===== src/smt_pkg.sv =====
// constants, types and register map of the signal measurement timer modes
//
// Operation
// - gated window: count clocks while signal high
// - gated window: later window rises latch period, clear
// - time of flight: window rise starts counting
// - time of flight: signal rise latches period, clears
// - time of flight: second window rise latches width
// - capture: counting starts when run request set
// - capture: window rise period, fall width, interrupt
// - capture: counter cleared only by software or by wrapping at the limit
// - counter: signal pulses advance the counter
// - counter: window rise latches width
// - gated counter: count inside window, latch width
// - windowed counter: width at fall, period later rises
// - three interrupt sources with flags and enables
// - latch loads set matching acquisition flags
// - triggers aligned then resynchronised to processor clock
// - counter equal period limit raises match flag
// - single acquisition stops counter, clears run request
// - polarity bits invert window, signal, clock inputs
// - halt option: no rollover, match persists
package smt_pkg;

  // ****************************************************************
  // register offsets
  // ****************************************************************
  localparam logic [4:0] OFS_IRQ_ENABLE  = 5'h00;
  localparam logic [4:0] OFS_IRQ_FLAG    = 5'h01;
  localparam logic [4:0] OFS_CLK_SELECT  = 5'h02;
  localparam logic [4:0] OFS_CONTROL_0   = 5'h03;
  localparam logic [4:0] OFS_CONTROL_1   = 5'h04;
  localparam logic [4:0] OFS_STATUS      = 5'h05;
  localparam logic [4:0] OFS_SIG_SELECT  = 5'h06;
  localparam logic [4:0] OFS_WIN_SELECT  = 5'h07;
  localparam logic [4:0] OFS_COUNTER_L   = 5'h08;
  localparam logic [4:0] OFS_COUNTER_M   = 5'h09;
  localparam logic [4:0] OFS_COUNTER_U   = 5'h0A;
  localparam logic [4:0] OFS_LIMIT_L     = 5'h0B;
  localparam logic [4:0] OFS_LIMIT_M     = 5'h0C;
  localparam logic [4:0] OFS_LIMIT_U     = 5'h0D;
  localparam logic [4:0] OFS_PERIOD_L    = 5'h0E;
  localparam logic [4:0] OFS_PERIOD_M    = 5'h0F;
  localparam logic [4:0] OFS_PERIOD_U    = 5'h10;
  localparam logic [4:0] OFS_WIDTH_L     = 5'h11;
  localparam logic [4:0] OFS_WIDTH_M     = 5'h12;
  localparam logic [4:0] OFS_WIDTH_U     = 5'h13;

  // ****************************************************************
  // field positions
  // ****************************************************************
  localparam int IRQ_MATCH_BIT  = 0;
  localparam int IRQ_PERIOD_BIT = 1;
  localparam int IRQ_WIDTH_BIT  = 2;
  localparam int CON0_EN_BIT    = 7;
  localparam int CON0_HALT_BIT  = 5;
  localparam int CON0_WINV_BIT  = 4;
  localparam int CON0_SINV_BIT  = 3;
  localparam int CON0_CINV_BIT  = 2;
  localparam int CON1_GO_BIT    = 7;
  localparam int CON1_REP_BIT   = 6;
  localparam int STAT_PRUP_BIT  = 7;
  localparam int STAT_PWUP_BIT  = 6;
  localparam int STAT_RST_BIT   = 5;
  localparam int CLKSEL_PIN_BIT = 0;

  // ****************************************************************
  // reset values and widths
  // ****************************************************************
  localparam int          CNT_W         = 24;
  localparam logic [23:0] LIMIT_RST     = 24'hFF_FFFF;
  localparam logic [23:0] CNT_ZERO      = 24'h00_0000;
  localparam logic [23:0] CNT_ONE       = 24'h00_0001;
  localparam logic [7:0]  BYTE_ZERO     = 8'h00;
  localparam logic [2:0]  IRQ_MASK      = 3'h7;
  localparam logic [4:0]  SEL_MASK      = 5'h1F;

  typedef enum logic [3:0] {
    MODE_TIMER     = 4'b0000,
    MODE_GATED_WIN = 4'b0101,
    MODE_FLIGHT    = 4'b0110,
    MODE_CAPTURE   = 4'b0111,
    MODE_COUNTER   = 4'b1000,
    MODE_GATED_CNT = 4'b1001,
    MODE_WIN_CNT   = 4'b1010
  } smt_mode_t;

  typedef struct packed {
    logic [2:0]  sig_sync;
    logic [2:0]  win_sync;
    logic [2:0]  clk_sync;
    logic [2:0]  irq_en;
    logic [2:0]  irq_flag;
    logic        clk_pin;
    logic [7:0]  con0;
    logic        go;
    logic        repeat_on;
    logic [3:0]  mode;
    logic [4:0]  sig_sel;
    logic [4:0]  win_sel;
    logic [23:0] counter;
    logic [23:0] limit;
    logic [23:0] period;
    logic [23:0] width;
    logic        armed;
    logic        seen_first;
    logic        running;
    logic [7:0]  rd_data;
    logic        irq;
  } smt_state_t;

endpackage


===== src/smt_core.sv =====
// signal measurement timer: window and signal driven acquisition modes
//
// The implementer's own choices: the register offsets and the address-and-strobe port.
`timescale 1ns/1ps
module smt_core
  import smt_pkg::*;
(
  input  wire logic       CLK,
  input  wire logic       SYS_RST,
  input  wire logic [4:0] ADDR,
  input  wire logic [7:0] WR_DATA,
  input  wire logic       WR_EN,
  input  wire logic       RD_EN,
  input  wire logic       SIGNAL_IN,
  input  wire logic       WINDOW_IN,
  input  wire logic       MEASURE_CLK_IN,
  output logic      [7:0] RD_DATA,
  output logic            IRQ,
  output logic            RUNNING
);

  smt_state_t q_ff;
  smt_state_t nxt_q;

  // ****************************************************************
  // helpers
  // ****************************************************************
  function automatic logic wr_hit(input logic [4:0] a);
    wr_hit = WR_EN && (ADDR == a);
  endfunction

  function automatic logic [23:0] put_byte(input logic [23:0] v,
                                           input int          idx,
                                           input logic [7:0]  b);
    logic [23:0] r;
    r = v;
    r[idx*8 +: 8] = b;
    put_byte = r;
  endfunction

  // ****************************************************************
  // input conditioning
  // ****************************************************************
  logic sig_lvl;
  logic win_lvl;
  logic sig_rise;
  logic win_rise;
  logic win_fall;
  logic mclk_rise;
  logic sync_mode;
  logic tick;
  logic active;

  // stage 0 is the raw capture and only feeds stage 1
  always_comb begin
    sig_lvl   = q_ff.sig_sync[1] ^ q_ff.con0[CON0_SINV_BIT];
    win_lvl   = q_ff.win_sync[1] ^ q_ff.con0[CON0_WINV_BIT];
    sig_rise  = (q_ff.sig_sync[2:1] ==
                 (q_ff.con0[CON0_SINV_BIT] ? 2'b10 : 2'b01));
    win_rise  = (q_ff.win_sync[2:1] ==
                 (q_ff.con0[CON0_WINV_BIT] ? 2'b10 : 2'b01));
    win_fall  = (q_ff.win_sync[2:1] ==
                 (q_ff.con0[CON0_WINV_BIT] ? 2'b01 : 2'b10));
    mclk_rise = (q_ff.clk_sync[2:1] ==
                 (q_ff.con0[CON0_CINV_BIT] ? 2'b10 : 2'b01));
    sync_mode = !q_ff.mode[3];
    active    = q_ff.go && q_ff.con0[CON0_EN_BIT];
    // synchronous modes advance on the measure clock pin when clk_pin is set, else on every
    // cycle; counter modes take the signal edge itself as the time base
    if (sync_mode) begin
      tick = q_ff.clk_pin ? mclk_rise : 1'b1;
    end else begin
      tick = sig_rise;
    end
  end

  // ****************************************************************
  // mode engine
  // ****************************************************************
  logic        inc;
  logic        clr;
  logic        ld_period;
  logic        ld_width;
  logic        done;
  logic        match;
  logic [23:0] cnt_v;

  always_comb begin
    nxt_q = q_ff;
    inc = 1'b0;
    clr = 1'b0;
    ld_period = 1'b0;
    ld_width = 1'b0;
    done = 1'b0;
    cnt_v = q_ff.counter;

    nxt_q.sig_sync = {q_ff.sig_sync[1:0], SIGNAL_IN};
    nxt_q.win_sync = {q_ff.win_sync[1:0], WINDOW_IN};
    nxt_q.clk_sync = {q_ff.clk_sync[1:0], MEASURE_CLK_IN};

    if (active) begin
      unique case (q_ff.mode)
        MODE_GATED_WIN: begin
          inc = tick && sig_lvl && q_ff.seen_first;
          if (win_rise) begin
            nxt_q.seen_first = 1'b1;
            ld_period = q_ff.seen_first;
            clr = q_ff.seen_first;
            done = q_ff.seen_first;
          end
        end
        MODE_FLIGHT: begin
          inc = tick && q_ff.armed;
          if (win_rise && !q_ff.armed) begin
            nxt_q.armed = 1'b1;
            clr = 1'b1;
          end else if (win_rise) begin
            ld_width = 1'b1;
            clr = 1'b1;
            done = 1'b1;
          end else if (sig_rise && q_ff.armed) begin
            ld_period = 1'b1;
            clr = 1'b1;
            nxt_q.armed = 1'b0;
            done = 1'b1;
          end
        end
        MODE_CAPTURE: begin
          // counter is never cleared here; software clears it, and it wraps to zero at the limit unless halt is set
          inc = tick;
          ld_period = win_rise;
          ld_width = win_fall;
          done = win_rise || win_fall;
        end
        MODE_COUNTER: begin
          inc = tick;
          ld_width = win_rise;
          done = win_rise;
        end
        MODE_GATED_CNT: begin
          if (win_rise) begin
            nxt_q.armed = 1'b1;
            clr = 1'b1;
          end
          inc = tick && q_ff.armed && win_lvl;
          if (win_fall && q_ff.armed) begin
            ld_width = 1'b1;
            nxt_q.armed = 1'b0;
            done = 1'b1;
          end
        end
        MODE_WIN_CNT: begin
          inc = tick && q_ff.seen_first;
          if (win_rise) begin
            ld_period = q_ff.seen_first;
            done = q_ff.seen_first;
            nxt_q.seen_first = 1'b1;
            clr = 1'b1;
          end
          ld_width = win_fall && q_ff.seen_first;
        end
        default: begin
          // earlier modes are outside this block: plain timer
          inc = tick;
        end
      endcase
    end else begin
      nxt_q.armed = 1'b0;
      nxt_q.seen_first = 1'b0;
    end

    // period match; the halt option freezes the counter at the limit
    match = active && (q_ff.counter == q_ff.limit);
    if (ld_period) begin
      nxt_q.period = q_ff.counter;
    end
    if (ld_width) begin
      nxt_q.width = q_ff.counter;
    end
    if (clr) begin
      cnt_v = CNT_ZERO;
    end else if (inc && match) begin
      cnt_v = q_ff.con0[CON0_HALT_BIT] ? q_ff.counter : CNT_ZERO;
    end else if (inc) begin
      cnt_v = q_ff.counter + CNT_ONE;
    end
    nxt_q.counter = cnt_v;

    if (done && !q_ff.repeat_on) begin
      nxt_q.go = 1'b0;
    end

    // ****************************************************************
    // register writes; software actions follow the hardware ones
    // ****************************************************************
    if (wr_hit(OFS_IRQ_ENABLE)) begin
      nxt_q.irq_en = WR_DATA[2:0] & IRQ_MASK;
    end
    if (wr_hit(OFS_CLK_SELECT)) begin
      nxt_q.clk_pin = WR_DATA[CLKSEL_PIN_BIT];
    end
    if (wr_hit(OFS_CONTROL_0)) begin
      nxt_q.con0 = WR_DATA;
    end
    if (wr_hit(OFS_CONTROL_1)) begin
      nxt_q.go = WR_DATA[CON1_GO_BIT];
      nxt_q.repeat_on = WR_DATA[CON1_REP_BIT];
      nxt_q.mode = WR_DATA[3:0];
      nxt_q.armed = 1'b0;
      nxt_q.seen_first = 1'b0;
    end
    if (wr_hit(OFS_SIG_SELECT)) begin
      nxt_q.sig_sel = WR_DATA[4:0] & SEL_MASK;
    end
    if (wr_hit(OFS_WIN_SELECT)) begin
      nxt_q.win_sel = WR_DATA[4:0] & SEL_MASK;
    end
    if (wr_hit(OFS_COUNTER_L)) begin
      nxt_q.counter = put_byte(nxt_q.counter, 0, WR_DATA);
    end
    if (wr_hit(OFS_COUNTER_M)) begin
      nxt_q.counter = put_byte(nxt_q.counter, 1, WR_DATA);
    end
    if (wr_hit(OFS_COUNTER_U)) begin
      nxt_q.counter = put_byte(nxt_q.counter, 2, WR_DATA);
    end
    if (wr_hit(OFS_LIMIT_L)) begin
      nxt_q.limit = put_byte(q_ff.limit, 0, WR_DATA);
    end
    if (wr_hit(OFS_LIMIT_M)) begin
      nxt_q.limit = put_byte(q_ff.limit, 1, WR_DATA);
    end
    if (wr_hit(OFS_LIMIT_U)) begin
      nxt_q.limit = put_byte(q_ff.limit, 2, WR_DATA);
    end
    if (wr_hit(OFS_STATUS)) begin
      if (WR_DATA[STAT_RST_BIT]) begin
        nxt_q.counter = CNT_ZERO;
      end
      if (WR_DATA[STAT_PRUP_BIT]) begin
        nxt_q.period = q_ff.counter;
        ld_period = 1'b1;
      end
      if (WR_DATA[STAT_PWUP_BIT]) begin
        nxt_q.width = q_ff.counter;
        ld_width = 1'b1;
      end
    end

    // ****************************************************************
    // interrupt flags
    // ****************************************************************
    // events come from synchronised inputs, so each trigger is already
    // aligned to this clock; a write clearing a flag loses to a set
    if (wr_hit(OFS_IRQ_FLAG)) begin
      nxt_q.irq_flag = WR_DATA[2:0] & IRQ_MASK;
    end
    nxt_q.irq_flag[IRQ_WIDTH_BIT] = nxt_q.irq_flag[IRQ_WIDTH_BIT]
                                    | ld_width;
    nxt_q.irq_flag[IRQ_PERIOD_BIT] = nxt_q.irq_flag[IRQ_PERIOD_BIT]
                                     | ld_period;
    nxt_q.irq_flag[IRQ_MATCH_BIT] = nxt_q.irq_flag[IRQ_MATCH_BIT]
                                    | (match && inc)
                                    | (match && q_ff.con0[CON0_HALT_BIT]);
    nxt_q.irq = |(q_ff.irq_flag & q_ff.irq_en);
    nxt_q.running = active;

    // ****************************************************************
    // read port
    // ****************************************************************
    nxt_q.rd_data = BYTE_ZERO;
    if (RD_EN) begin
      unique case (ADDR)
        OFS_IRQ_ENABLE: nxt_q.rd_data = {5'h0_0, q_ff.irq_en};
        OFS_IRQ_FLAG:   nxt_q.rd_data = {5'h0_0, q_ff.irq_flag};
        OFS_CLK_SELECT: nxt_q.rd_data = {7'h00, q_ff.clk_pin};
        OFS_CONTROL_0:  nxt_q.rd_data = q_ff.con0;
        OFS_CONTROL_1:  nxt_q.rd_data = {q_ff.go, q_ff.repeat_on,
                                         2'h0, q_ff.mode};
        OFS_STATUS:     nxt_q.rd_data = {5'h0_0, active,
                                         win_lvl, sig_lvl};
        OFS_SIG_SELECT: nxt_q.rd_data = {3'h0, q_ff.sig_sel};
        OFS_WIN_SELECT: nxt_q.rd_data = {3'h0, q_ff.win_sel};
        OFS_COUNTER_L:  nxt_q.rd_data = q_ff.counter[7:0];
        OFS_COUNTER_M:  nxt_q.rd_data = q_ff.counter[15:8];
        OFS_COUNTER_U:  nxt_q.rd_data = q_ff.counter[23:16];
        OFS_LIMIT_L:    nxt_q.rd_data = q_ff.limit[7:0];
        OFS_LIMIT_M:    nxt_q.rd_data = q_ff.limit[15:8];
        OFS_LIMIT_U:    nxt_q.rd_data = q_ff.limit[23:16];
        OFS_PERIOD_L:   nxt_q.rd_data = q_ff.period[7:0];
        OFS_PERIOD_M:   nxt_q.rd_data = q_ff.period[15:8];
        OFS_PERIOD_U:   nxt_q.rd_data = q_ff.period[23:16];
        OFS_WIDTH_L:    nxt_q.rd_data = q_ff.width[7:0];
        OFS_WIDTH_M:    nxt_q.rd_data = q_ff.width[15:8];
        OFS_WIDTH_U:    nxt_q.rd_data = q_ff.width[23:16];
        default:        nxt_q.rd_data = BYTE_ZERO;
      endcase
    end
  end

  // ****************************************************************
  // state register
  // ****************************************************************
  always_ff @(posedge CLK or posedge SYS_RST) begin
    if (SYS_RST) begin
      q_ff       <= '0;
      q_ff.limit <= LIMIT_RST;
    end else begin
      q_ff <= nxt_q;
    end
  end

  assign RD_DATA = q_ff.rd_data;
  assign IRQ     = q_ff.irq;
  assign RUNNING = q_ff.running;

endmodule


===== config.mk =====
export PLATFORM = sky130hd
export DESIGN_NAME = smt_core
export DESIGN_NICKNAME = d
export VERILOG_FILES = /design/src/smt_pkg.sv /design/src/smt_core.sv
export SDC_FILE = /design/constraint.sdc
export NUM_CORES = 1
export LEC_CHECK = 0
export ABC_AREA = 1
export BUFFER_PORTS_ARGS = -buffer_cell sky130_fd_sc_hd__clkbuf_2
export CAP_MARGIN = 15
export CORE_ASPECT_RATIO = 0.9
export CORE_MARGIN = 8
export CORE_UTILIZATION = 25
export DETAILED_ROUTE_END_ITERATION = 8
export GPL_TIMING_DRIVEN = 0
export PLACE_DENSITY = 0.49
export SLEW_MARGIN = 20
export SYNTH_ARGS = -nofsm -noshare
export SYNTH_HDL_FRONTEND = slang
export SYNTH_SLANG_ARGS = --single-unit

===== constraint.sdc =====
create_clock -name CLK -period 6.1 [get_ports CLK]
set_input_delay 0.915 -clock CLK [delete_from_list [all_inputs] [get_ports CLK]]
set_output_delay 0.915 -clock CLK [all_outputs]
set_load 0.01 [all_outputs]

==> impl_metrics.toml <==
[cts]
cts_hold_buf = 0
cts-resized-gates = 0
postCtsSetupRepairBufs = 0
clk_latency_ns = 0.45
clk_pin_slew_ns = 0.07
tritoncts = "built"
cts-htree-levels = 4
cts_buffers = 17
root_buffer = "clkbuf_16"
clkSinkCount = 148
clock_path_buffers = 2

[sta]
slew_violations = 0
tightest_slew_ns = 0.809
postLayoutSetupSlackWorst_ns = 3.25
slew_headroom_pct = 45.7
fmax_ghz = 0.351
finalSetupViolations = 0
finalCritPeriodShare_pct = 46.7
period_needed_ns = 2.85
hold_violations = 0
skew_ns = 0.0106
rsz0062_at_grt = "false"

[critical_path]
crit_required_ns = 6.41
crit_path_frequent_cell = "nor2_1"
crit_chain = "clkbuf_2, inv_1, nor2_1, nand2_1, nor2_1, inv_2, o21ai_1, clkbuf_1, o21ai_0"
crit_type = "in2reg"
cp_slowest_cell = "o21ai_1"
arrival_ns = 3.15
cp_num_buf_inv = 4
cp_max_fo = 10
start_kind = "input port"
crit_path_max_incr_delay_ns = 0.64
crit_family = "compound AO/OA/AOI/OAI gates"
crit_path_end_kind = "flop"

[routing]
ant_nets = 0
drc_errors = 0
drt-pass1-iter-count = 7
routed_wl_um = 32800
drt_iter0_drc = 943
post_drt_via_cell_ratio = 4.97
vias = 8332
wire_per_inst_um = 19.6

[yosys]
synth_cell_types = 40
yosys.area_share.simple_pct = 29.0
ys_ff_latch = 148
syn_inst = 1187
synth_compound_gate_area_share_pct = 14.2
synth-seq-area-share_pct = 44.3
synth_top_cell_by_area = "dfrtp_1"
synth_xor_area_share_pct = 2.70
syn_avg_cell_area_um2 = 7.11
synthAdderAreaFrac_pct = 0.148
yosys_warnings = 0
syn_nets = 1208
synth.top_cell.area_share_pct = 36.8
synthMuxAreaShare_pct = 0
synth_top_family_by_area = "simple AND/OR/NAND/NOR gates"
synthTopCellsByArea = "dfrtp_1 (37%), nand2_1 (19%), dfstp_2 (7.5%)"
netlist_area_um2 = 8440

[pwr]
p_sw_w = 0.00154
pwr-share-seq_pct = 37.7
power_density_nw_per_um2 = 388
internal_power_w = 0.00225
clockPowerShare_pct = 29.7
combPwrFrac_pct = 32.6
leakagePower_nw = 4.42
ir_drop_mv = 0.217
p_sw_share_pct = 40.6

[placed_design]
port_buffers = 28
routabilityCongestion = 0.913
placed_area_um2 = 9150
dp_hpwl_um = 24500
dp_slack_ns = 2.90

[floorplan]
core_area_um2 = 33600
die_w_um = 210
die-area_um2 = 39900
initial_core_util_pct = 25.1
die_h_um = 190
pin_count = 30
rows = 64

[global_route]
track_usage_pct = 16.6
grt_pass1_wl_um = 49900
antenna_found_initial = 0
grt_pass1_vias = 7974
grt_max_degree = 91
gr-total-overflow = 0

[status]
status = "finished, final reports clean"

[finish]
final_nets = 1256
area_delta_synth_final_pct = 15.7
drive_above_1_share_pct = 11.4
post-route-cell-area_um2 = 9760
diodes = 0

[hold_path]
hold_path.class = "reg2reg"

[job]
maxCapViolations = 0
[flip-flops by register name (all words and copies together), names as in the netlist]
register and cells:
RD_DATA 8, RUNNING 1, IRQ 1, nxt_q 6, q_ff 132
[cells in the final DEF, fill, tap and decap left out, types with 17 or more instances in the layout]
cell	count
a21oi_1	34
buf_2	18
clkbuf_1	22
clkbuf_16	17
clkbuf_2	31
dfrtp_1	124
dfstp_2	24
inv_1	127
nand2_1	424
nand3_1	58
nand4_1	17
nor2_1	72
o21ai_0	118
o22ai_1	24
xor2_1	19
[metal layers]
metal  wire length [µm]  track usage, %  vias up
met5                  0               0        -
met3               2660            3.96       49
met4                718            5.07        0
met1              16000            24.5     4038
met2              13500            23.6      337
li1                   -               -     3908
[worst paths after layout]
path                       cells past startpoint  slack [ns]          to        from
max in group asynchronous                      3        4.78    q_ff[70]     SYS_RST
min                                            0        0.35  nxt_q[147]  nxt_q[146]
max reg2reg                                   10        3.56    q_ff[23]   q_ff[128]
min in group asynchronous                      2        0.49   q_ff[137]     SYS_RST
max                                            9        3.25    q_ff[23]     ADDR[0]
min reg2reg                                    0        0.35  nxt_q[147]  nxt_q[146]
[cell type report]
class	instances	area [µm²]
well taps	429	537
flip-flops and latches	148	3730
clock buffers	22	464
repair buffers	29	168
inverters	141	537
multi-input cells	845	3890
clock inverters	10	148
plain buffers	53	285
fillers	3743	23900
[cells by family (layout without fill, tap and decap cells)]
group	Yosys count	in the layout
XOR/XNOR	26	26
buffers and inverters	194	255
AO/OA/AOI/OAI	218	218
AND/OR/NAND/NOR	600	600
adder cells (fa/ha/maj)	1	1
flip-flops	148	148
[power by group through the flow]
| stage | clock (W) | combinational, W | sequential (W) |
|---|---|---|---|
| 3_5_place_dp | 0 | 0.00120 | 0.00143 |
| 5_1_grt | 0.00119 | 0.00136 | 0.00145 |
| 3_3_place_gp | 0 | 0.00120 | 0.00143 |
| 2_1_floorplan | 0 | 0.000785 | 0.00135 |
| 4_1_cts | 0.00115 | 0.00121 | 0.00142 |
| 6_report | 0.00112 | 0.00123 | 0.00143 |
[per-stage QoR]
stage                     instances  util (%)  TNS, ns  total power [W]  hold slack (ns)
after floorplan                1187         -        0          0.00214            0.331
after global routing           1677      29.0        0          0.00399            0.351
after CTS                      1677      29.0        0          0.00377            0.350
after detailed placement       1645      27.2        0          0.00264            0.335
final                          1677      29.0        0          0.00378            0.348
after global placement         1644      27.1  -109.99          0.00263            0.334
[synth_stat cells, drive strengths merged]
master	count
o31ai	1
nor2	80
nor3	13
a22oi	1
a221oi	4
nand4	17
buf	31
ha	1
clkbuf	22
xor2	19
nand3	59
a21oi	34
and3	1
nor4	3
dfstp	24
nand2	427
dfrtp	124
o21ai	133
a211oi	5
clkinv	1
a31oi	6
a41oi	1
xnor2	7
o22ai	24
o211ai	4
o2111ai	5
inv	140
(Power assumes the default switching activity.)
